File: config.mk
export PLATFORM = sky130hd
export DESIGN_NAME = cmb_can_buffer_mgr
export DESIGN_NICKNAME = d
export VERILOG_FILES = /design/src/cmb_pkg.sv /design/src/cmb_can_buffer_mgr.sv
export SDC_FILE = /design/constraint.sdc
export NUM_CORES = 1
export LEC_CHECK = 0
export BUFFER_PORTS_ARGS = -buffer_cell sky130_fd_sc_hd__buf_2
export CORE_ASPECT_RATIO = 1.75
export CORE_MARGIN = 2
export CORE_UTILIZATION = 37
export CTS_CLUSTER_DIAMETER = 80
export DETAILED_ROUTE_END_ITERATION = 12
export PLACE_DENSITY = 0.56
export SETUP_SLACK_MARGIN = 0.2
export SYNTH_ARGS = -nofsm -noshare
export SYNTH_HDL_FRONTEND = slang
export SYNTH_SLANG_ARGS = --single-unit
File: constraint.sdc
create_clock -name hclk -period 10.2 [get_ports hclk]
set_input_delay 0.51 -clock hclk [delete_from_list [all_inputs] [get_ports hclk]]
set_output_delay 0.51 -clock hclk [all_outputs]
set_load 0.1 [all_outputs]
File: src/cmb_pkg.sv
// cmb_pkg: constants, register map and carrier types of the can message buffer manager
// assumes one 100 mhz clock domain shared with the protocol engine and the ahb-lite master
package cmb_pkg;
  localparam int          BUF_BYTES    = 13;       // bytes per message buffer
  localparam int          TX_BUFS      = 3;        // transmit buffers in the map
  localparam int          PIN_RX       = 0;        // port position of bus_receive_pin
  localparam int          PIN_TX       = 1;        // port position of bus_transmit_pin
  localparam logic        PIN_RECESSIVE = 1'b1;    // transmit level after reset
  // register map, byte addresses
  localparam logic [11:0] RX_BUF_OFF   = 12'h000;  // foreground_rx_buffer, one byte per word
  localparam logic [11:0] TX_BUF_OFF   = 12'h040;  // first tx buffer, 0x40 stride
  localparam logic [3:0]  LOCAL_PRIORITY_FIELD_IDX     = 4'hD;     // word of tx_buffer_priority_register in a tx window
  localparam logic [11:0] RXFLG_OFF    = 12'h100;  // receiver_flag_register
  localparam logic [11:0] TXFLG_OFF    = 12'h104;  // transmitter_flag_register
  localparam logic [11:0] TXCTL_OFF    = 12'h108;  // transmit_control_register
  localparam logic [11:0] MCTL_OFF     = 12'h10C;  // module_control_one
  localparam int          CTL_BIT      = 8;        // address bit that selects control registers
  localparam int          BSEL_MSB     = 7;
  localparam int          BSEL_LSB     = 6;
  localparam int          WIDX_MSB     = 5;
  localparam int          WIDX_LSB     = 2;
  // field positions
  localparam int          RXF_BIT      = 0;        // rx_full_flag
  localparam int          OVR_BIT      = 1;        // overrun flag
  localparam int          TXE_LSB      = 0;        // tx_empty_flag[2:0]
  localparam int          ABORT_ACK_FLAG_LSB    = 4;        // abort_ack_flag[6:4]
  localparam int          ABORT_REQUEST_FLAG_LSB    = 0;        // abort_request_flag[2:0]
  localparam int          TXIE_LSB     = 4;        // transmit interrupt enables[6:4]
  localparam int          LOOP_BIT     = 0;        // loop-back mode
  localparam int          RXIE_BIT     = 1;        // receive interrupt enable
  localparam int          OVRIE_BIT    = 2;        // overrun interrupt enable
  localparam logic        TXE_RST      = 1'b1;     // all tx buffers empty after reset

  typedef enum logic [1:0] {
    CMB_AHB_IDLE = 2'b00,
    CMB_AHB_WR   = 2'b01,
    CMB_AHB_RDW  = 2'b10,
    CMB_AHB_RD   = 2'b11
  } cmb_ahb_st_t;

  typedef struct packed {
    logic       sof;         // start of a frame on the bus
    logic       byte_valid;  // one received byte in data
    logic [7:0] data;
    logic       ok;          // frame completed without error
    logic       accept;      // identifier passed the acceptance filter
    logic       own;         // frame is our own transmission that won arbitration
  } cmb_rx_evt_t;

  typedef struct packed {
    logic       arb;         // engine arbitrates now and wants a buffer
    logic [3:0] rd_idx;      // byte index of the buffer being sent
    logic       done_ok;     // frame sent successfully
    logic       arb_lost;
    logic       error;
    logic       tx_bit;      // serial level to the transmit pin
  } cmb_tx_evt_t;

  typedef struct packed {
    logic       pending;     // a buffer is ready and none is in flight
    logic       busy;        // a buffer is in flight
    logic [1:0] sel;         // buffer in flight
    logic [7:0] data;        // byte at rd_idx, one cycle late
    logic       ack_allow;   // engine may acknowledge the current frame
    logic       rx_bit;      // synchronised receive level, or own level in loop-back
  } cmb_tx_ans_t;
endpackage
File: src/cmb_can_buffer_mgr.sv
// cmb_can_buffer_mgr: receive fifo, three prioritised transmit buffers, abort handshake, pins
// assumes a protocol engine on hclk that serialises frames and reports per-frame events
// Notes on behaviour
// transmit pin low is dominant, high is recessive; receive is a separate input.
// receive sits on port bit 0, transmit on port bit 1.
// received frames pass background buffer then host-visible foreground buffer.
// each receive buffer holds 13 bytes: control, identifier, data.
// rx full flag set when foreground holds a good, accepted message.
// every frame is written to background regardless of filter result.
// accepted good frame copies to foreground, sets rx full, only when flag clear.
// host reads foreground then clears rx full by writing one.
// receive interrupt gated by its enable; flag pollable when masked.
// own transmitted frames go to background only, no copy, no irq, no ack.
// in loop-back own frames are treated like any received frame.
// after lost arbitration the winning frame is received normally.
// both buffers full plus another accepted frame: drop it, flag overrun.
// while both buffers full, transmit continues and every incoming frame is dropped.
// three 13-byte transmit buffers, each with an 8-bit local priority.
// host loads an empty buffer then clears its tx empty flag.
// ready buffers are sent; success sets tx empty and raises transmit irq if enabled.
// among ready buffers the lowest priority value goes first.
// selection repeats at every arbitration, also after an error.
// abort request granted unless in flight: sets abort ack, tx empty, irq.
// abort ack reads 1 if aborted, 0 if sent.
// clearing tx empty also clears that buffer's abort ack.
//
// The implementer's own choices: the AHB-Lite interface to the registers and the placing of the registers.
`timescale 1ns/1ps
module cmb_can_buffer_mgr #(
  parameter int NUM_TX = cmb_pkg::TX_BUFS
) (
  input  wire logic                 hclk,          // system clock
  input  wire logic                 hresetn,       // async reset, active low
  input  wire logic                 ce,            // clock enable, freezes all state when low
  input  wire logic                 hsel,          // ahb slave select
  input  wire logic [31:0]          haddr,         // ahb address
  input  wire logic [1:0]           htrans,        // ahb transfer type
  input  wire logic                 hwrite,        // ahb write
  input  wire logic [2:0]           hsize,         // ahb size, word only
  input  wire logic                 hready,        // ahb bus ready
  input  wire logic [31:0]          hwdata,        // ahb write data
  output logic [31:0]               hrdata,        // ahb read data
  output logic                      hreadyout,     // ahb slave ready
  output logic                      hresp,         // ahb response, always okay
  input  wire logic [1:0]           port_pins_in,  // port levels, bit 0 receive
  output logic [1:0]                port_pins_out, // port drive, bit 1 transmit
  output logic [1:0]                port_pins_oe,  // port drive enables
  input  wire cmb_pkg::cmb_rx_evt_t rx_evt,        // receive events from engine
  input  wire cmb_pkg::cmb_tx_evt_t tx_evt,        // transmit events from engine
  output cmb_pkg::cmb_tx_ans_t      tx_ans,        // answers to engine
  output logic                      rx_irq,        // receive interrupt, level
  output logic                      tx_irq,        // transmit interrupt, level
  output logic                      err_irq        // overrun interrupt, level
);
  import cmb_pkg::*;

  if (NUM_TX < 1 || NUM_TX > TX_BUFS)
  begin : g_bad_num_tx
    $error("NUM_TX must be 1 to 3");
  end

  logic [7:0]        bg_mem [BUF_BYTES];
  logic [7:0]        fg_mem [BUF_BYTES];
  logic [7:0]        tx_mem [NUM_TX][BUF_BYTES];
  logic [7:0]        local_priority_field_reg [NUM_TX];
  logic              rx_meta_reg;
  logic              rx_sync_reg;
  logic              tx_pin_reg;
  logic [3:0]        bg_idx_reg;
  logic              rx_full_reg;
  logic              bg_held_reg;
  logic              ovr_reg;
  logic              loop_reg;
  logic              rxie_reg;
  logic              ovrie_reg;
  logic [NUM_TX-1:0] txe_reg;
  logic [NUM_TX-1:0] abort_ack_flag_reg;
  logic [NUM_TX-1:0] abort_request_flag_reg;
  logic [NUM_TX-1:0] txie_reg;
  logic              tx_busy_reg;
  logic [1:0]        tx_sel_reg;
  logic [7:0]        tx_data_reg;
  cmb_ahb_st_t       ahb_st_reg;
  logic [11:0]       addr_reg;
  logic [31:0]       hrdata_reg;

  // ---------------- pins
  always_ff @(posedge hclk or negedge hresetn)
  begin
    if (!hresetn)
    begin
      rx_meta_reg <= PIN_RECESSIVE;
      rx_sync_reg <= PIN_RECESSIVE;
      tx_pin_reg  <= PIN_RECESSIVE;
    end
    else if (ce)
    begin
      rx_meta_reg <= port_pins_in[PIN_RX];
      rx_sync_reg <= rx_meta_reg;
      tx_pin_reg  <= tx_evt.tx_bit;
    end
  end

  always_comb
  begin
    port_pins_out         = '1;
    port_pins_out[PIN_TX] = tx_pin_reg;
    port_pins_oe          = '0;
    port_pins_oe[PIN_TX]  = 1'b1;
  end

  // ---------------- ahb-lite slave: writes zero wait, reads one wait state
  logic       take;
  logic       wr_en;
  logic [3:0] widx;
  logic [1:0] bsel;
  logic       tx_win;
  logic [1:0] tx_b;
  logic [31:0] rd_val;

  assign take      = hsel & htrans[1] & hready;
  assign wr_en     = ce & (ahb_st_reg == CMB_AHB_WR);
  assign hreadyout = (ahb_st_reg != CMB_AHB_RDW);
  assign hresp     = 1'b0;
  assign hrdata    = hrdata_reg;
  assign widx      = addr_reg[WIDX_MSB:WIDX_LSB];
  assign bsel      = addr_reg[BSEL_MSB:BSEL_LSB];
  assign tx_b      = bsel - 2'h1;
  assign tx_win    = (addr_reg[11:CTL_BIT] == '0) && (bsel != 2'h0) && (int'(tx_b) < NUM_TX);

  always_ff @(posedge hclk or negedge hresetn)
  begin
    if (!hresetn)
    begin
      ahb_st_reg <= CMB_AHB_IDLE;
      addr_reg   <= 12'h000;
    end
    else if (ce)
    begin
      case (ahb_st_reg)
        CMB_AHB_RDW: ahb_st_reg <= CMB_AHB_RD;
        default:
        begin
          if (take)
          begin
            ahb_st_reg <= hwrite ? CMB_AHB_WR : CMB_AHB_RDW;
            addr_reg   <= haddr[11:0];
          end
          else
            ahb_st_reg <= CMB_AHB_IDLE;
        end
      endcase
    end
  end

  always_comb
  begin
    rd_val = 32'h0000_0000;
    case (addr_reg)
      RXFLG_OFF:
      begin
        rd_val[RXF_BIT] = rx_full_reg;
        rd_val[OVR_BIT] = ovr_reg;
      end
      TXFLG_OFF:
      begin
        rd_val[TXE_LSB +: NUM_TX]   = txe_reg;
        rd_val[ABORT_ACK_FLAG_LSB +: NUM_TX] = abort_ack_flag_reg;
      end
      TXCTL_OFF:
      begin
        rd_val[ABORT_REQUEST_FLAG_LSB +: NUM_TX] = abort_request_flag_reg;
        rd_val[TXIE_LSB +: NUM_TX]  = txie_reg;
      end
      MCTL_OFF:
      begin
        rd_val[LOOP_BIT]  = loop_reg;
        rd_val[RXIE_BIT]  = rxie_reg;
        rd_val[OVRIE_BIT] = ovrie_reg;
      end
      default:
      begin
        // one fixed window shows whichever message is in the foreground
        if (addr_reg[11:BSEL_LSB] == RX_BUF_OFF[11:BSEL_LSB] && int'(widx) < BUF_BYTES)
          rd_val[7:0] = fg_mem[widx];
        else if (tx_win && int'(widx) < BUF_BYTES)
          rd_val[7:0] = tx_mem[tx_b][widx];
        else if (tx_win && widx == LOCAL_PRIORITY_FIELD_IDX)
          rd_val[7:0] = local_priority_field_reg[tx_b];
      end
    endcase
  end

  always_ff @(posedge hclk or negedge hresetn)
  begin
    if (!hresetn)
      hrdata_reg <= 32'h0000_0000;
    else if (ce && ahb_st_reg == CMB_AHB_RDW)
      hrdata_reg <= rd_val;
  end

  logic wr_rxflg;
  logic wr_txflg;
  logic wr_txctl;
  logic wr_mctl;
  logic [NUM_TX-1:0] txe_clr;

  assign wr_rxflg = wr_en && addr_reg == RXFLG_OFF;
  assign wr_txflg = wr_en && addr_reg == TXFLG_OFF;
  assign wr_txctl = wr_en && addr_reg == TXCTL_OFF;
  assign wr_mctl  = wr_en && addr_reg == MCTL_OFF;
  assign txe_clr  = wr_txflg ? hwdata[TXE_LSB +: NUM_TX] : '0;

  always_ff @(posedge hclk or negedge hresetn)
  begin
    if (!hresetn)
    begin
      loop_reg  <= 1'b0;
      rxie_reg  <= 1'b0;
      ovrie_reg <= 1'b0;
      txie_reg  <= '0;
    end
    else if (wr_mctl)
    begin
      loop_reg  <= hwdata[LOOP_BIT];
      rxie_reg  <= hwdata[RXIE_BIT];
      ovrie_reg <= hwdata[OVRIE_BIT];
    end
    else if (wr_txctl)
      txie_reg <= hwdata[TXIE_LSB +: NUM_TX];
  end

  // a scheduled buffer is locked against writes so the engine never sees a half-loaded frame
  always_ff @(posedge hclk or negedge hresetn)
  begin
    if (!hresetn)
    begin
      for (int i = 0; i < NUM_TX; i++)
        local_priority_field_reg[i] <= 8'h00;
    end
    else if (wr_en && tx_win && txe_reg[tx_b] && widx == LOCAL_PRIORITY_FIELD_IDX)
      local_priority_field_reg[tx_b] <= hwdata[7:0];
  end

  always_ff @(posedge hclk)
  begin
    if (wr_en && tx_win && txe_reg[tx_b] && int'(widx) < BUF_BYTES)
      tx_mem[tx_b][widx] <= hwdata[7:0];
  end

  // ---------------- receive fifo
  logic frame_counts;
  logic bg_we;
  logic copy_fg;
  logic rxf_next;
  logic held_next;
  logic ovr_set;
  logic rxf_clr;

  // own frames count only in loop-back; a lost arbitration arrives as a foreign frame
  assign frame_counts = rx_evt.ok & rx_evt.accept & (~rx_evt.own | loop_reg);
  assign bg_we   = ce & rx_evt.byte_valid & ~bg_held_reg & (int'(bg_idx_reg) < BUF_BYTES);
  assign rxf_clr = wr_rxflg & hwdata[RXF_BIT];

  always_comb
  begin
    copy_fg   = 1'b0;
    rxf_next  = rx_full_reg;
    held_next = bg_held_reg;
    ovr_set   = 1'b0;
    if (bg_held_reg && !rx_full_reg)
    begin
      copy_fg   = 1'b1;
      rxf_next  = 1'b1;
      held_next = 1'b0;
    end
    else if (rxf_clr)
    begin
      if (bg_held_reg)
      begin
        copy_fg   = 1'b1;
        held_next = 1'b0;
      end
      else
        rxf_next = 1'b0;
    end
    if (frame_counts)
    begin
      if (bg_held_reg)
        ovr_set = 1'b1;
      else if (!rx_full_reg)
      begin
        copy_fg  = 1'b1;
        rxf_next = 1'b1;
      end
      else
        held_next = 1'b1;
    end
  end

  always_ff @(posedge hclk or negedge hresetn)
  begin
    if (!hresetn)
    begin
      rx_full_reg <= 1'b0;
      bg_held_reg <= 1'b0;
      ovr_reg     <= 1'b0;
      bg_idx_reg  <= 4'h0;
    end
    else if (ce)
    begin
      rx_full_reg <= rxf_next;
      bg_held_reg <= held_next;
      ovr_reg     <= ovr_set | (ovr_reg & ~(wr_rxflg & hwdata[OVR_BIT]));
      if (rx_evt.sof)
        bg_idx_reg <= 4'h0;
      else if (bg_we)
        bg_idx_reg <= bg_idx_reg + 4'h1;
    end
  end

  always_ff @(posedge hclk)
  begin
    if (bg_we)
      bg_mem[bg_idx_reg] <= rx_evt.data;
    if (ce && copy_fg)
      fg_mem <= bg_mem;
  end

  assign rx_irq  = rx_full_reg & rxie_reg;
  assign err_irq = ovr_reg & ovrie_reg;

  // ---------------- transmit scheduling
  logic [NUM_TX-1:0] ready;
  logic [NUM_TX-1:0] grant;
  logic [NUM_TX-1:0] sel_1h;
  logic [NUM_TX-1:0] sent_1h;
  logic [1:0]        best_sel;
  logic [7:0]        best_local_priority_field;
  logic              best_ok;
  logic              start;
  logic              tx_fin;

  assign ready  = ~txe_reg;
  assign start  = ce & tx_evt.arb & tx_ans.pending;
  assign tx_fin = tx_busy_reg & (tx_evt.done_ok | tx_evt.arb_lost | tx_evt.error);

  always_comb
  begin
    best_ok   = 1'b0;
    best_sel  = 2'h0;
    best_local_priority_field = 8'hFF;
    for (int i = 0; i < NUM_TX; i++)
    begin
      sel_1h[i]  = (tx_sel_reg == 2'(i));
      sent_1h[i] = sel_1h[i] & tx_busy_reg & tx_evt.done_ok;
      if (ready[i] && (!best_ok || local_priority_field_reg[i] < best_local_priority_field))
      begin
        best_ok   = 1'b1;
        best_sel  = 2'(i);
        best_local_priority_field = local_priority_field_reg[i];
      end
    end
    grant = abort_request_flag_reg & ready;
    if (tx_busy_reg)
      grant[tx_sel_reg] = 1'b0;
    if (start)
      grant[best_sel] = 1'b0;
  end

  always_ff @(posedge hclk or negedge hresetn)
  begin
    if (!hresetn)
    begin
      tx_busy_reg <= 1'b0;
      tx_sel_reg  <= 2'h0;
    end
    else if (ce)
    begin
      if (start)
      begin
        tx_busy_reg <= 1'b1;
        tx_sel_reg  <= best_sel;
      end
      else if (tx_fin)
        tx_busy_reg <= 1'b0;
    end
  end

  always_ff @(posedge hclk or negedge hresetn)
  begin
    if (!hresetn)
    begin
      txe_reg   <= {NUM_TX{TXE_RST}};
      abort_ack_flag_reg <= '0;
      abort_request_flag_reg <= '0;
    end
    else if (ce)
    begin
      txe_reg   <= (txe_reg & ~txe_clr) | grant | sent_1h;
      abort_ack_flag_reg <= (abort_ack_flag_reg & ~txe_clr & ~sent_1h) | grant;
      abort_request_flag_reg <= (wr_txctl ? hwdata[ABORT_REQUEST_FLAG_LSB +: NUM_TX] : abort_request_flag_reg)
                   & ~grant & ~sent_1h & ~(txe_reg & ~txe_clr);
    end
  end

  always_ff @(posedge hclk or negedge hresetn)
  begin
    if (!hresetn)
      tx_data_reg <= 8'h00;
    else if (ce)
      tx_data_reg <= (int'(tx_evt.rd_idx) < BUF_BYTES) ? tx_mem[tx_sel_reg][tx_evt.rd_idx] : 8'h00;
  end

  assign tx_irq = |(txe_reg & txie_reg);

  always_comb
  begin
    tx_ans.pending   = best_ok & ~tx_busy_reg;
    tx_ans.busy      = tx_busy_reg;
    tx_ans.sel       = tx_sel_reg;
    tx_ans.data      = tx_data_reg;
    tx_ans.ack_allow = loop_reg | ~tx_busy_reg;
    tx_ans.rx_bit    = loop_reg ? tx_pin_reg : rx_sync_reg;
  end

  for (genvar g = 0; g < NUM_TX; g++)
  begin : g_local_priority_field_chk

  end
endmodule

== After elaboration in Yosys (flattened, before gate mapping) ==
Memories as Yosys holds them, arrays and structs flattened.
Index checks and enable logic that the tools add are counted.

* Flip-flop bits (word level): 290
* RAM bits: 312
* Logic and storage cells: 254
* Memories: 1
* Input bits: 99
* Output and inout bits: 55

{| class="wikitable"
|+ Memory list
! memory !! depth !! bits a word !! read ports !! clocked after Yosys merged registers in !! wr ports !! line !! RTL
|-
| tx_mem || 3 || 104 || 2 || 0 || 1 || cmb_can_buffer_mgr.sv:64 || <nowiki>logic [7:0] tx_mem [NUM_TX][BUF_BYTES];</nowiki>
|}

* Bitwise operators: 58
* $lt $le $gt $ge: 18
* Reductions and logical operators: 42
* Add/subtract/negate cells: 2
* Muxes and demuxes: 74
* Eq/ne operators: 10

{| class="wikitable"
|+ Operator list
! operator !! count
|-
| $mux 8 || 17
|-
| $bwmux 104 || 1
|-
| $mux 104 || 1
|-
| $bmux 8 s4 || 3
|-
| $demux 8 s4 || 2
|-
| $eq 12x9->1 const B || 4
|-
| $mux 1 || 31
|-
| $and 3x3->3 || 10
|-
| $bwmux 24 || 1
|-
| $and 1x1->1 || 23
|-
| $logic_and 1x1->1 || 23
|-
| $not 3->3 || 7
|-
| $bmux 8 s2 || 1
|-
| $demux 8 s2 || 1
|-
| $lt 8x8->1 || 2
|-
| $ge 5x5->1 const B || 3
|-
| $not 4->5 || 3
|-
| $lt 4x4->1 const B || 3
|-
| $mux 3 || 4
|-
| $lt 5x1->1 const B || 2
|-
| $lt 2x3->1 const B || 3
|-
| $or 3x3->3 || 3
|-
| $pmux 3 s3 || 1
|-
| $mux 2 || 4
|-
| 29 further kinds || 51
|}

== Logic depth before layout (Yosys ltp) ==
Gate-level depths: netlist of run 1.

* Word-level depth: 21
* Mapped depth: 20
* Mapped depth without buffers: 17

== Worst setup path before layout of run 1 ==
OpenSTA, ideal clock, no wires.

* Path kind: reg-to-reg
* Start point: register addr_reg[6]
* End point: register fg_mem[0] in the netlist's numbering (enable)
* Period minus slack after synthesis: 7.139 ns
* Cell stages (with the launch flop): 11
* Arrival: 6.572 ns
* Library setup time: 0.567 ns
* Path slack: 3.061 ns
* Buffers on the path: 3
* Required time: 9.633 ns
* Path through: dfrtp_1 > buf_2 > inv_1 > buf_2 > buf_1 > ha_1 > and4bb_2 > and3_1 > nand4_1 > a21boi_0 > nor2_1

* Word-level cells in the longest chain between the ends: 9

{| class="wikitable"
|+ Ends and longest elaborated chain
! element !! line !! RTL
|-
| start: declaration || cmb_can_buffer_mgr.sv:84 || <nowiki>logic [11:0] addr_reg;</nowiki>
|-
| start signal: assignment || cmb_can_buffer_mgr.sv:147 || <nowiki>addr_reg <= haddr[11:0];</nowiki>
|-
| $eq 12x9->1 (*) || cmb_can_buffer_mgr.sv:208 || <nowiki>assign wr_rxflg = wr_en && addr_reg == RXFLG_OFF;</nowiki>
|-
| $logic_and 1x1->1 (*) || cmb_can_buffer_mgr.sv:208 ||
|-
| $and 1x1->1 (*) || cmb_can_buffer_mgr.sv:263 || <nowiki>assign rxf_clr = wr_rxflg & hwdata[RXF_BIT];</nowiki>
|-
| $mux 1 (*) || cmb_can_buffer_mgr.sv:277 || <nowiki>else if (rxf_clr)</nowiki>
|-
| $mux 1 (*) || cmb_can_buffer_mgr.sv:271 || <nowiki>if (bg_held_reg && !rx_full_reg)</nowiki>
|-
| $mux 1 || cmb_can_buffer_mgr.sv:291 || <nowiki>else if (!rx_full_reg)</nowiki>
|-
| $mux 1 || cmb_can_buffer_mgr.sv:289 || <nowiki>if (bg_held_reg)</nowiki>
|-
| $mux 1 (*) || cmb_can_buffer_mgr.sv:287 || <nowiki>if (frame_counts)</nowiki>
|-
| $logic_and 1x1->1 (*) || cmb_can_buffer_mgr.sv:326 || <nowiki>if (ce && copy_fg)</nowiki>
|-
| end signal: assignment || cmb_can_buffer_mgr.sv:327 || <nowiki>fg_mem <= bg_mem;</nowiki>
|-
| end: declaration || cmb_can_buffer_mgr.sv:63 || <nowiki>logic [7:0] fg_mem [BUF_BYTES];</nowiki>
|}

Every way passes the cells marked *; elsewhere a longest branch is shown, timed or not.
A chain may end at the register's enable or synchronous reset.

== Worst setup path after layout of run 1 ==
* Start point: register txe_reg[0]
* End point: register abort_request_flag_reg[1]

* Word-level cells in the longest chain between the ends: 21
* Elaborated cells on any way between the ends: 30
* Those cells by class: 4 x order compare; 10 x mux; 9 x bitwise; 7 x reduce/logical

{| class="wikitable"
|+ Ends and longest elaborated chain
! element !! line !! RTL
|-
| start: declaration || cmb_can_buffer_mgr.sv:76 || <nowiki>logic [NUM_TX-1:0] txe_reg;</nowiki>
|-
| start signal: assignment || cmb_can_buffer_mgr.sv:394 || <nowiki>txe_reg <= {NUM_TX{TXE_RST}};</nowiki>
|-
| start signal: assignment || cmb_can_buffer_mgr.sv:400 || <nowiki>txe_reg <= (txe_reg & ~txe_clr) | grant | sent_1h;</nowiki>
|-
| $not 3->3 (*) || cmb_can_buffer_mgr.sv:344 || <nowiki>assign ready = ~txe_reg;</nowiki>
|-
| $mux 8 / $mux 1 (equally long branches) || cmb_can_buffer_mgr.sv:357 || <nowiki>if (ready[i] && (!best_ok || local_priority_field_reg[i] < best_local_priority_field))</nowiki>
|-
| $lt 8x8->1 / $logic_not 1->1 (equally long branches) || cmb_can_buffer_mgr.sv:357 ||
|-
| $logic_or 1x1->1 || cmb_can_buffer_mgr.sv:357 ||
|-
| $logic_and 1x1->1 || cmb_can_buffer_mgr.sv:357 ||
|-
| $mux 8 / $mux 1 (equally long branches) || cmb_can_buffer_mgr.sv:357 ||
|-
| $lt 8x8->1 / $logic_not 1->1 (equally long branches) || cmb_can_buffer_mgr.sv:357 ||
|-
| $logic_or 1x1->1 || cmb_can_buffer_mgr.sv:357 ||
|-
| [... 3 more ...] || -- ||
|-
| $logic_and 1x1->1 (not written as such) || cmb_can_buffer_mgr.sv:368 || <nowiki>grant[best_sel] = 1'b0;</nowiki>
|-
| $mux 1 (not written as such) || cmb_can_buffer_mgr.sv:368 ||
|-
| $demux 1 s2 || cmb_can_buffer_mgr.sv:368 ||
|-
| $not 3->3 (no line) || -- ||
|-
| $and 3x3->3 (no line) || -- ||
|-
| $mux 3 (*) || cmb_can_buffer_mgr.sv:367 || <nowiki>if (start)</nowiki>
|-
| $not 3->3 (*) || cmb_can_buffer_mgr.sv:403 || <nowiki>& ~grant & ~sent_1h & ~(txe_reg & ~txe_clr);</nowiki>
|-
| $and 3x3->3 (*) (3 in series) || cmb_can_buffer_mgr.sv:403 ||
|-
| end signal: assignment || cmb_can_buffer_mgr.sv:402 || <nowiki>abort_request_flag_reg <= (wr_txctl ? hwdata[ABORT_REQUEST_FLAG_LSB +: NUM_TX] : abort_request_flag_reg)</nowiki>
|-
| end: declaration || cmb_can_buffer_mgr.sv:78 || <nowiki>logic [NUM_TX-1:0] abort_request_flag_reg;</nowiki>
|}

Marked as above.

==> results of run 1 <==
## cell families after synthesis
kind of cell,count (synthesis),share of synthesized area
xor+xnor,2,0.000648
fa+ha+maj,23,0.0106
flops,602,0.654
other cells,2,0.000278
simple gates,375,0.0601
compound gates,301,0.0686
buf+inv,154,0.0302
mux,311,0.176
## timing repair
| item | 4_1_cts | 5_1_grt |
|---|---|---|
| hold buffers | 1 | 0 |
| buffers inserted | 0 | 0 |
| setup endpoints to repair | 0 | 0 |
| endpoints found under the hold margin | 9 | 0 |
## layout make-up
class	instances	share of cell area
diodes	1	0.0000832
repair buffers	100	0.0192
inverters	19	0.00237
clock buffers	69	0.0478
flip-flops and latches	602	0.588
well taps	931	0.0387
multi-input cells	1040	0.288
clock inverters	33	0.0160
## routing by layer
layer / global-route usage / routed length (um)
met4: 0.126 / 5130
met5: 0 / 0
met2: 0.384 / 41900
met3: 0.0207 / 3090
met1: 0.211 / 26300
## where the power goes
group,internal (mW),leakage (nW),switching [mW]
sequential,2.74,5.72,0.172
combinational,0.577,3.54,1.12
clock,1.24,0.908,0.956
total,4.56,10.2,2.25
## synth_stat cells (12+ instances only)
cell type,number,area [um2]
mux2i_1,110,1100
nand3_1,13,65.1
buf_4,44,330
buf_1,14,52.6
inv_1,19,71.3
a21oi_1,107,536
dfrtp_1,76,1900
a221oi_1,12,105
nand2_1,110,413
mux2_2,72,811
clkbuf_1,38,143
edfxtp_1,520,15600
ha_1,23,288
nor2_1,176,661
buf_2,34,170
o21ai_0,68,340
a31oi_1,12,75.1
and2_1,17,106
mux4_2,122,2750
a211oi_1,14,105
a22oi_1,18,135
## worst max-delay path, stage by stage (launching register included)
cell and delay, ns:
dfstp_2 0.82, nor2_1 0.13, ha_1 0.31, a211oi_1 0.20, o21ai_0 0.22, o22ai_1 0.41, buf_4 0.29, nor2_1 0.06
a21oi_1 0.14, ha_1 0.26, a211oi_1 0.21, o21a_1 0.21, o21ai_0 0.17, nand2_1 0.13, o31ai_1 0.11, a221oi_1 0.55
a211o_1 0.16, o21ai_0 0.07
## worst paths after layout
path | startpoint | endpoint | slack, ns | cells past startpoint
max | txe_reg[0] | abort_request_flag_reg[1] | 5.57 | 17
min | hwrite | ahb_st_reg[1] | 0.09 | 2
max reg2reg | txe_reg[0] | abort_request_flag_reg[1] | 5.57 | 17
min reg2reg | bg_mem[48] | fg_mem[48] | 0.39 | 0
max in group asynchronous | hresetn | tx_sel_reg[0] | 8.58 | 3
min in group asynchronous | hresetn | addr_reg[6] | 0.28 | 2
## metrics by stage
step | worst slack [ns] | total power, mW | area, um2 | utilization
2_1_floorplan | 3.06 | 4.14 | 27100 | -
3_3_place_gp | 5.58 | 4.64 | 28200 | 0.388
3_5_place_dp | 5.60 | 4.66 | 28200 | 0.388
4_1_cts | 5.56 | 6.85 | 30100 | 0.414
5_1_grt | 5.26 | 7.04 | 30100 | 0.414
6_report | 5.57 | 6.80 | 30100 | 0.414
## layout by cell type, fill, tap and decap left out, types with 5 or more instances in the layout
cell type	synthesis	layout
edfxtp_1	520	520
nor2_1	176	175
mux4_2	122	122
nand2_1	110	110
mux2i_1	110	110
a21oi_1	107	107
buf_2	34	75
mux2_2	72	72
dfrtp_1	76	72
o21ai_0	68	68
clkbuf_16	0	54
conb_1	2	28
buf_4	44	23
ha_1	23	22
inv_1	19	19
a22oi_1	18	18
and2_1	17	17
a211oi_1	14	14
nand3_1	13	13
a31oi_1	12	12
a221oi_1	12	12
clkbuf_1	38	12
nand4_1	11	11
o211ai_1	10	10
o22ai_1	9	9
nor2b_1	10	9
bufinv_16	0	9
nor3_1	8	8
nand2b_1	8	8
o221ai_1	8	8
a21o_1	7	7
clkinvlp_4	0	7
and3_1	6	6
a311oi_1	6	6
clkinv_2	0	6
dfstp_2	6	6
o31ai_1	5	5
mux2_4	5	5
==> run metrics, run 1 <==
vias per cell=~5.7; post-synthesis register bit count=approximately 600; status=finished clean; Max-slew headroom=0.198; initial antenna violation count=0; footprint of the multi-input gates=8660 um2; Final ANT Viol Nets=0; Overflow after GRT=0; final worst path period share=0.454; initial core utilization=0.372; die height=362 um; largest net degree at the start of global routing=92; final std cells w/o fill=approximately 2,800; vias in the first global route=between 15,000 and 20,000; via count=~16,000; Clock Tree Buf Depth=3; core area=72,600 um2; Avg WL per Cell=~27 um; Horiz. Die Dim=208 um; ys flop type=edfxtp_1; Clock transition at path regs=approximately 0.080 ns; Max IR drop VDD=0.142 mV; setup tns final=0 ns; fin. max-slew vios=0; Max-cap violations=0; drt drc=0; detailed-placement wirelength estimate=51.6 mm; CTS tree=yes; crit-path max FO=18; TritonCTS Sinks=between 600 and 700; share of cells above drive strength 1=0.216; register area share after synthesis=0.654; Top Ports=approximately 150; worst setup path class=reg -> reg; FFs w/ async S/R, synth=0.136; Largest regs=tx_mem: 312 flops, bg_mem: 104 flops, fg_mem: 104 flops; CTS HTree Levels=2; post-layout minimum cycle time=around 4.6 ns; synth unique cells=61; Max Fclk=about 220 MHz; Mapped Cells=1,770; crit path DAT=5.11 ns; Total Routing Usage GR=0.202; IO Port Bufs=between 70 and 80; crit end category=register; First DRT Iteration DRCs=between 1,000 and 1,500; sequential cell area=around 18,000 um2; max reg flops=between 300 and 400; number of flops mapped to enable cells by yosys=520; Startpoint Class=register; first-pass GRT wire length=between 100 and 150 mm; placed instance count=between 2,000 and 3,000; root buf cell=clkbuf_16; pwr/cell area=226 nW/um2; DIE AREA=75,300 um2; Cell Area, Synth=27,000 um2; Layout fillers=roughly 6,600; CTS Buf Count=between 50 and 60; Biggest register=tx_mem; Slew @ Worst Pin=about 1.2 ns; Final Skew=between 0.04 and 0.05 ns; Ys Warns=0; final hold violation count=0; Routability Congestion=between 0.8 and 0.9; setup violators final=0; Leak Pwr=between 10 and 15 nW; Total Wirelength=about 76 mm; Layout Nets=between 1,500 and 2,000; Worst-Skew Late Latency=roughly 0.63 ns; PostCTS Resize Cnt=0; Critical Path RT=between 10 and 15 ns; Min-Delay Path Class=in -> reg; Area Overhead vs Synth=11.3%; std cell rows=around 130; RSZ-0062 raised after global routing=false; TritonRoute pass-1 iters=5; Fin Hold WS=0.0901 ns; Avg Cell Area, Syn=between 15 and 20 um2
Note: power is estimated with default switching activity, not from simulation.
==> inputs of run 2 (changes only) <==
--- a/config.mk
+++ b/config.mk
@@ -5,6 +5,7 @@
 export SDC_FILE = /design/constraint.sdc
 export NUM_CORES = 1
 export LEC_CHECK = 0
+export ABC_AREA = 1
 export BUFFER_PORTS_ARGS = -buffer_cell sky130_fd_sc_hd__buf_2
 export CORE_ASPECT_RATIO = 1.75
 export CORE_MARGIN = 2
==> constraint.sdc (replaced) <==
create_clock -name hclk -period 4.5 [get_ports hclk]
set_input_delay 0.225 -clock hclk [delete_from_list [all_inputs] [get_ports hclk]]
set_output_delay 0.225 -clock hclk [all_outputs]
set_load 0.1 [all_outputs]
==> run 2 against run 1 <==
Setup slack lost 4.7 ns; synthesized area shrank 2.6%; clock skew grew 0.023 ns; wire length grew 14%; total power grew 130%; final area grew 0.65%; clock power grew 120%; critical endpoint is now hrdata[3]; largest power group unchanged.
==> run metrics, run 2 <==
IO Port Bufs=between 70 and 80; footprint of the multi-input gates=around 7400 um2; Hold Path Origin=rx_evt[1]; fin. max-slew vios=0; final hold violation count=0; Avg WL per Cell=roughly 26 um; first-pass GRT wire length=roughly 130 mm; slowest CP cell=o31ai_1; detailed-placement wirelength estimate=58.0 mm; CTS tree=yes; Critical Path RT=5.04 ns; total power=roughly 16 mW; Horiz. Die Dim=about 210 um; Largest regs=tx_mem: 312 flops, bg_mem: 104 flops, fg_mem: 104 flops; placed cell areas=around 28,000 um2; Leak Pwr=10.9 nW; status=finished clean; Total Wirelength=roughly 87 mm; CP max stage delay=between 0.8 and 0.9 ns; drt drc=0; max reg flops=312; DIE AREA=around 73,000 um2; worst slack, placed=1.07 ns; Cell Chain, Critical Path=inv_1 > ha_2 > inv_1 > a31oi_1 > a21oi_1 > nor2_1 > o31ai_1 > nand3_1 > nand2_1 > nand2_1; crit end category=register; initial antenna violation count=2; Final Core Density=0.429; Min-Delay Path Class=in -> reg; CTS HTree Levels=2; count leader, synth=edfxtp_1; Ys Warns=0; TritonCTS Sinks=602; global route hottest layer=met2; Crit. Startpoint=addr_reg[7]; ys flop type=edfxtp_1; Slew @ Worst Pin=about 1.2 ns; Layout Nets=approximately 2,600; Area contributors post-synth=edfxtp_1 59%, dfrtp_1 7.2%, nand2_1 6.9%, o21ai_0 2.9%, inv_1 2.4%; Overflow after GRT=0; setup tns final=0 ns; worst setup path class=reg -> reg; setup violators final=0; share of the synthesized area in the top cell type=0.593; commonest non-fill, non-tap cells in the layout=520 x edfxtp_1, 482 x nand2_1, 167 x inv_1; final setup margin=0.850 ns; post-layout minimum cycle time=between 3 and 4 ns; Layout fillers=about 6,500; finished layout cell area=roughly 30,000 um2; Max-cap violations=0; Final ANT Viol Nets=0; pwr/cell area=~520 nW/um2; Mapped Cells=~2,300; share of cells above drive strength 1=0.118; Max IR drop VDD=~0.32 mV; crit-path max FO=9; RSZ-0062 raised after global routing=false; root buf cell=clkbuf_16; M1 GR Usage=0.251; initial core utilization=0.373; synth unique cells=between 40 and 50; Avg Cell Area, Syn=about 11 um2; sequential cell area=~18,000 um2; Max-slew headroom=0.209; Worst-Skew Late Latency=approximately 0.65 ns; Clock transition at path regs=approximately 0.070 ns; std cell rows=129; number of flops mapped to enable cells by yosys=520; Biggest register=tx_mem; Max Fclk=~270 MHz; Cell Area, Synth=approximately 26,000 um2; vias per cell=between 5 and 6; final worst path period share=0.811; die height=between 300 and 400 um; Area Overhead vs Synth=15.0%; CTS Buf Count=55; First DRT Iteration DRCs=between 2,000 and 2,500; Startpoint Class=register; register area share after synthesis=0.671; Clock Tree Buf Depth=3; Hold Crit Depth=7; most common cell after layout, fill and taps aside=edfxtp_1; vias in the first global route=roughly 19,000; TritonRoute pass-1 iters=7; FFs w/ async S/R, synth=0.136; post-synthesis register bit count=between 600 and 700; Top Ports=between 150 and 200; core area=approximately 71,000 um2; worst reg-to-reg path cell count=10; most instantiated cells after synthesis=520 x edfxtp_1, 482 x nand2_1, 167 x inv_1, 150 x o21ai_0, 136 x nor2_1; via count=between 15,000 and 20,000; Routability Congestion=a little over 0.9; largest net degree at the start of global routing=95; Synth area leader=edfxtp_1; PostCTS Resize Cnt=0; Total Routing Usage GR=0.236; GR Util met3=0.0339; FF-to-FF Start=addr_reg[7]; met2 usage in global routing=0.423; Final Skew=slightly below 0.07 ns; crit path DAT=between 4 and 5 ns
==> run 2: changes by cell type after synthesis, sizes merged, moves of 33 or more <==
| cell | delta |
|---|---|
| nand3 | +86 |
| a22oi | +55 |
| o211ai | +39 |
| nand2 | +377 |
| mux4 | -122 |
| nor2 | -33 |
| inv | +156 |
| mux2 | -75 |
| mux2i | -110 |
| a221oi | +38 |
| o21ai | +95 |
==> run 2: worst max-delay path: cells and delay by family (launching register included) <==
kind | cells | cell delay, ns
flops | 1 | 0.41
compound gates | 3 | 1.48
simple gates | 4 | 0.43
buf+inv | 2 | 0.80
fa+ha+maj | 1 | 0.40
==> run 2: timing repair <==
action / CTS / global route
hold endpoints to repair: 166 / 0
hold buffers: 33 / 0
setup buffers: 0 / 0
==> run 2: cell families (layout without fill, tap and decap cells) <==
group,after synthesis,in the layout,share of synthesized area
buf+inv,332,486,0.0543
compound gates,581,581,0.142
simple gates,767,767,0.120
other cells,2,29,0.000285
fa+ha+maj,23,23,0.0109
flops,602,602,0.671
mux,4,4,0.00171
==> run 2: cell type report <==
cell class                 instances  share of cell area
clock buffer                      75              0.0496
tap                              917              0.0379
inverter                         178              0.0221
antenna                            1           0.0000826
multi-input combinational       1403               0.244
sequential                       602               0.584
clock inverter                    27              0.0129
timing repair buffer             206              0.0501
==> run 2: metal layers <==
metal  vias up  part of all wire
met5         -           0.00015
met3       332             0.070
li1       8606                 -
met1      9460              0.33
met2       995              0.51
met4         2             0.082
==> run 2: path summary, 6_finish.rpt <==
| kind | to | slack (ns) |
|---|---|---|
| max | hrdata[3] | 0.85 |
| min | ovr_reg | 0.02 |
| max reg2reg | hrdata[3] | 0.85 |
| min reg2reg | fg_mem[71] | 0.36 |
| max in group asynchronous | addr_reg[6] | 3.39 |
| min in group asynchronous | local_priority_field_reg[10] | 0.13 |
==> run 2: through the flow <==
step                std cells  hold slack, ns
finish                   3409          0.0186
global route             3409          0.0349
CTS                      3408         0.00269
detailed placement       3273           0.316
global placement         3273           0.300
floorplan                2337         -0.0706
==> run 2: report_power, final <==
part           leakage, nW  switching (mW)  internal [mW]
clock                0.918            2.15           2.77
combinational         4.32            3.41           1.12
sequential            5.70           0.158           6.17
total                 10.9            5.72           10.1
==> inputs of run 3 (changes only) <==
==> constraint.sdc (replaced) <==
create_clock -name hclk -period 3.4 [get_ports hclk]
set_input_delay 0.17 -clock hclk [delete_from_list [all_inputs] [get_ports hclk]]
set_output_delay 0.17 -clock hclk [all_outputs]
set_load 0.1 [all_outputs]
==> run 3 against run 2 <==
Clock-buffer cell count down 15; final cell count is 1.3% higher; final area is 2.5% higher.
==> run metrics, run 3 (synthesis results as in run 2) <==
status=finished clean; Layout Nets=approximately 2,600; Final Core Density=0.440; initial core utilization=0.373; Total Routing Usage GR=0.240; placed instance count=~3,300; Max Fclk=325 MHz; max reg flops=312; die height=between 300 and 400 um; detailed-placement wirelength estimate=about 60 mm; final setup margin=0.320 ns; Leak Pwr=11.3 nW; commonest non-fill, non-tap cells in the layout=520 x edfxtp_1, 474 x nand2_1, 166 x inv_1; largest net degree at the start of global routing=95; worst slack, placed=~0.2 ns; core area=approximately 71,000 um2; crit path DAT=between 3 and 4 ns; IO Port Bufs=76; final std cells w/o fill=roughly 3,500; CTS tree=yes; Max-cap violations=0; Clock Tree Buf Depth=3; setup tns final=0 ns; Largest regs=tx_mem: 312 flops, bg_mem: 104 flops, fg_mem: 104 flops; First DRT Iteration DRCs=between 2,000 and 2,500; Worst-Skew Late Latency=about 0.65 ns; placed cell areas=around 28,000 um2; Final ANT Viol Nets=0; Slew @ Worst Pin=0.933 ns; vias per cell=5.72; total power=21.7 mW; Comb pwr share=0.296; most common cell after layout, fill and taps aside=edfxtp_1; Routability Congestion=~0.93; crit end category=register; Overflow after GRT=0; share of cells above drive strength 1=0.145; Clock transition at path regs=0.07 ns; worst setup path class=reg -> reg; Critical Path RT=slightly below 4 ns; Total Wirelength=~90 mm; CTS Buf Count=55; pwr/cell area=roughly 700 nW/um2; fin. max-slew vios=0; CTS HTree Levels=2; final worst path period share=0.906; std cell rows=around 130; drt drc=0; root buf cell=clkbuf_16; Max IR drop VDD=about 0.4 mV; TritonCTS Sinks=between 600 and 700; crit-path max FO=10; DIE AREA=about 73,000 um2; vias in the first global route=between 15,000 and 20,000; Clk pwr share=0.320; Layout fillers=6,472; RSZ-0062 raised after global routing=false; setup violators final=0; Startpoint Class=register; Biggest register=tx_mem; finished layout cell area=31,000 um2; Power Internal=between 10 and 15 mW; P_sw=roughly 7.7 mW; TritonRoute pass-1 iters=6; Min-Delay Path Class=in -> reg; Top Ports=approximately 150; initial antenna violation count=1; Seq pwr share=0.383; via count=19,800; final hold violation count=0; Area Overhead vs Synth=17.8%; Fin Hold WS=~0.021 ns; Avg WL per Cell=between 20 and 30 um; Max-slew headroom=0.378; post-layout minimum cycle time=roughly 3.1 ns; Horiz. Die Dim=206 um; first-pass GRT wire length=~130 mm; Sw Ratio=0.355; Final Skew=between 0.05 and 0.06 ns
run 3: cell types whose count changed in the layout (fill, tap and decap cells not counted), sizes merged:
| cell | before | now |
|---|---|---|
| nand2 | 487 | 488 |
| clkinv | 21 | 28 |
| bufinv | 7 | 14 |
| dlygate4sd3 | 33 | 37 |
| clkbuf | 75 | 60 |
| buf | 173 | 213 |
| inv | 177 | 175 |
| clkinvlp | 0 | 4 |
run 3: power groups by stage:
stage / clock (mW) / combinational (mW) / sequential (mW)
floorplan: 0 / 3.29 / 8.93
global placement: 0 / 6.10 / 8.47
detailed placement: 0 / 6.13 / 8.48
CTS: 7.06 / 6.18 / 8.32
global route: 7.34 / 6.77 / 8.33
finish: 6.95 / 6.43 / 8.31
run 3: repair_timing:
| item | 4_1_cts | 5_1_grt |
|---|---|---|
| hold buffers | 37 | 0 |
| hold endpoints to repair | 195 | 0 |
| cloned | 0 | 1 |
| setup endpoints to repair | 5 | 11 |
| pin swaps | 0 | 8 |
| gates resized for setup | 1 | 30 |
| buffers inserted | 0 | 4 |
run 3: final cells by class:
class / instances / area (um2) / area share
repair buffers: 250 / 1960 / 0.0631
clock inverters: 43 / 647 / 0.0209
clock buffers: 60 / 1410 / 0.0453
well taps: 917 / 1150 / 0.0370
multi-input cells: 1404 / 7510 / 0.242
inverters: 178 / 676 / 0.0218
flip-flops and latches: 602 / 17700 / 0.570
diodes: 1 / 2.50 / 0.0000807
run 3: layer usage:
metal | vias up | part of all wire | global-route usage
met5 | - | 0.000090 | 0
met4 | 2 | 0.075 | 0.164
met3 | 319 | 0.064 | 0.0315
met2 | 1000 | 0.51 | 0.419
met1 | 9757 | 0.35 | 0.270
li1 | 8700 | - | -
run 3: path summary, 6_finish.rpt:
kind,from,endpoint,cells past startpoint,slack (ns)
setup / recovery,addr_reg[3],hrdata[2],11,0.32
hold / removal,rx_evt[1],ovr_reg,7,0.02
setup reg to reg,addr_reg[3],hrdata[2],11,0.32
hold reg to reg,bg_mem[15],fg_mem[15],0,0.38
max in group asynchronous,hresetn,hrdata[1],3,2.40
min in group asynchronous,hresetn,local_priority_field_reg[2],2,0.19
run 3: critical path, cell delays in order (launching register included):
cell and delay, ns:
dfrtp_1 0.47, inv_2 0.12, nor2_4 0.05, inv_2 0.30, buf_4 0.30, o21ai_0 0.11
a221oi_1 0.64, o311ai_1 0.16, o211ai_1 0.46, nand4_1 0.18, o21ai_0 0.13, inv_1 0.06
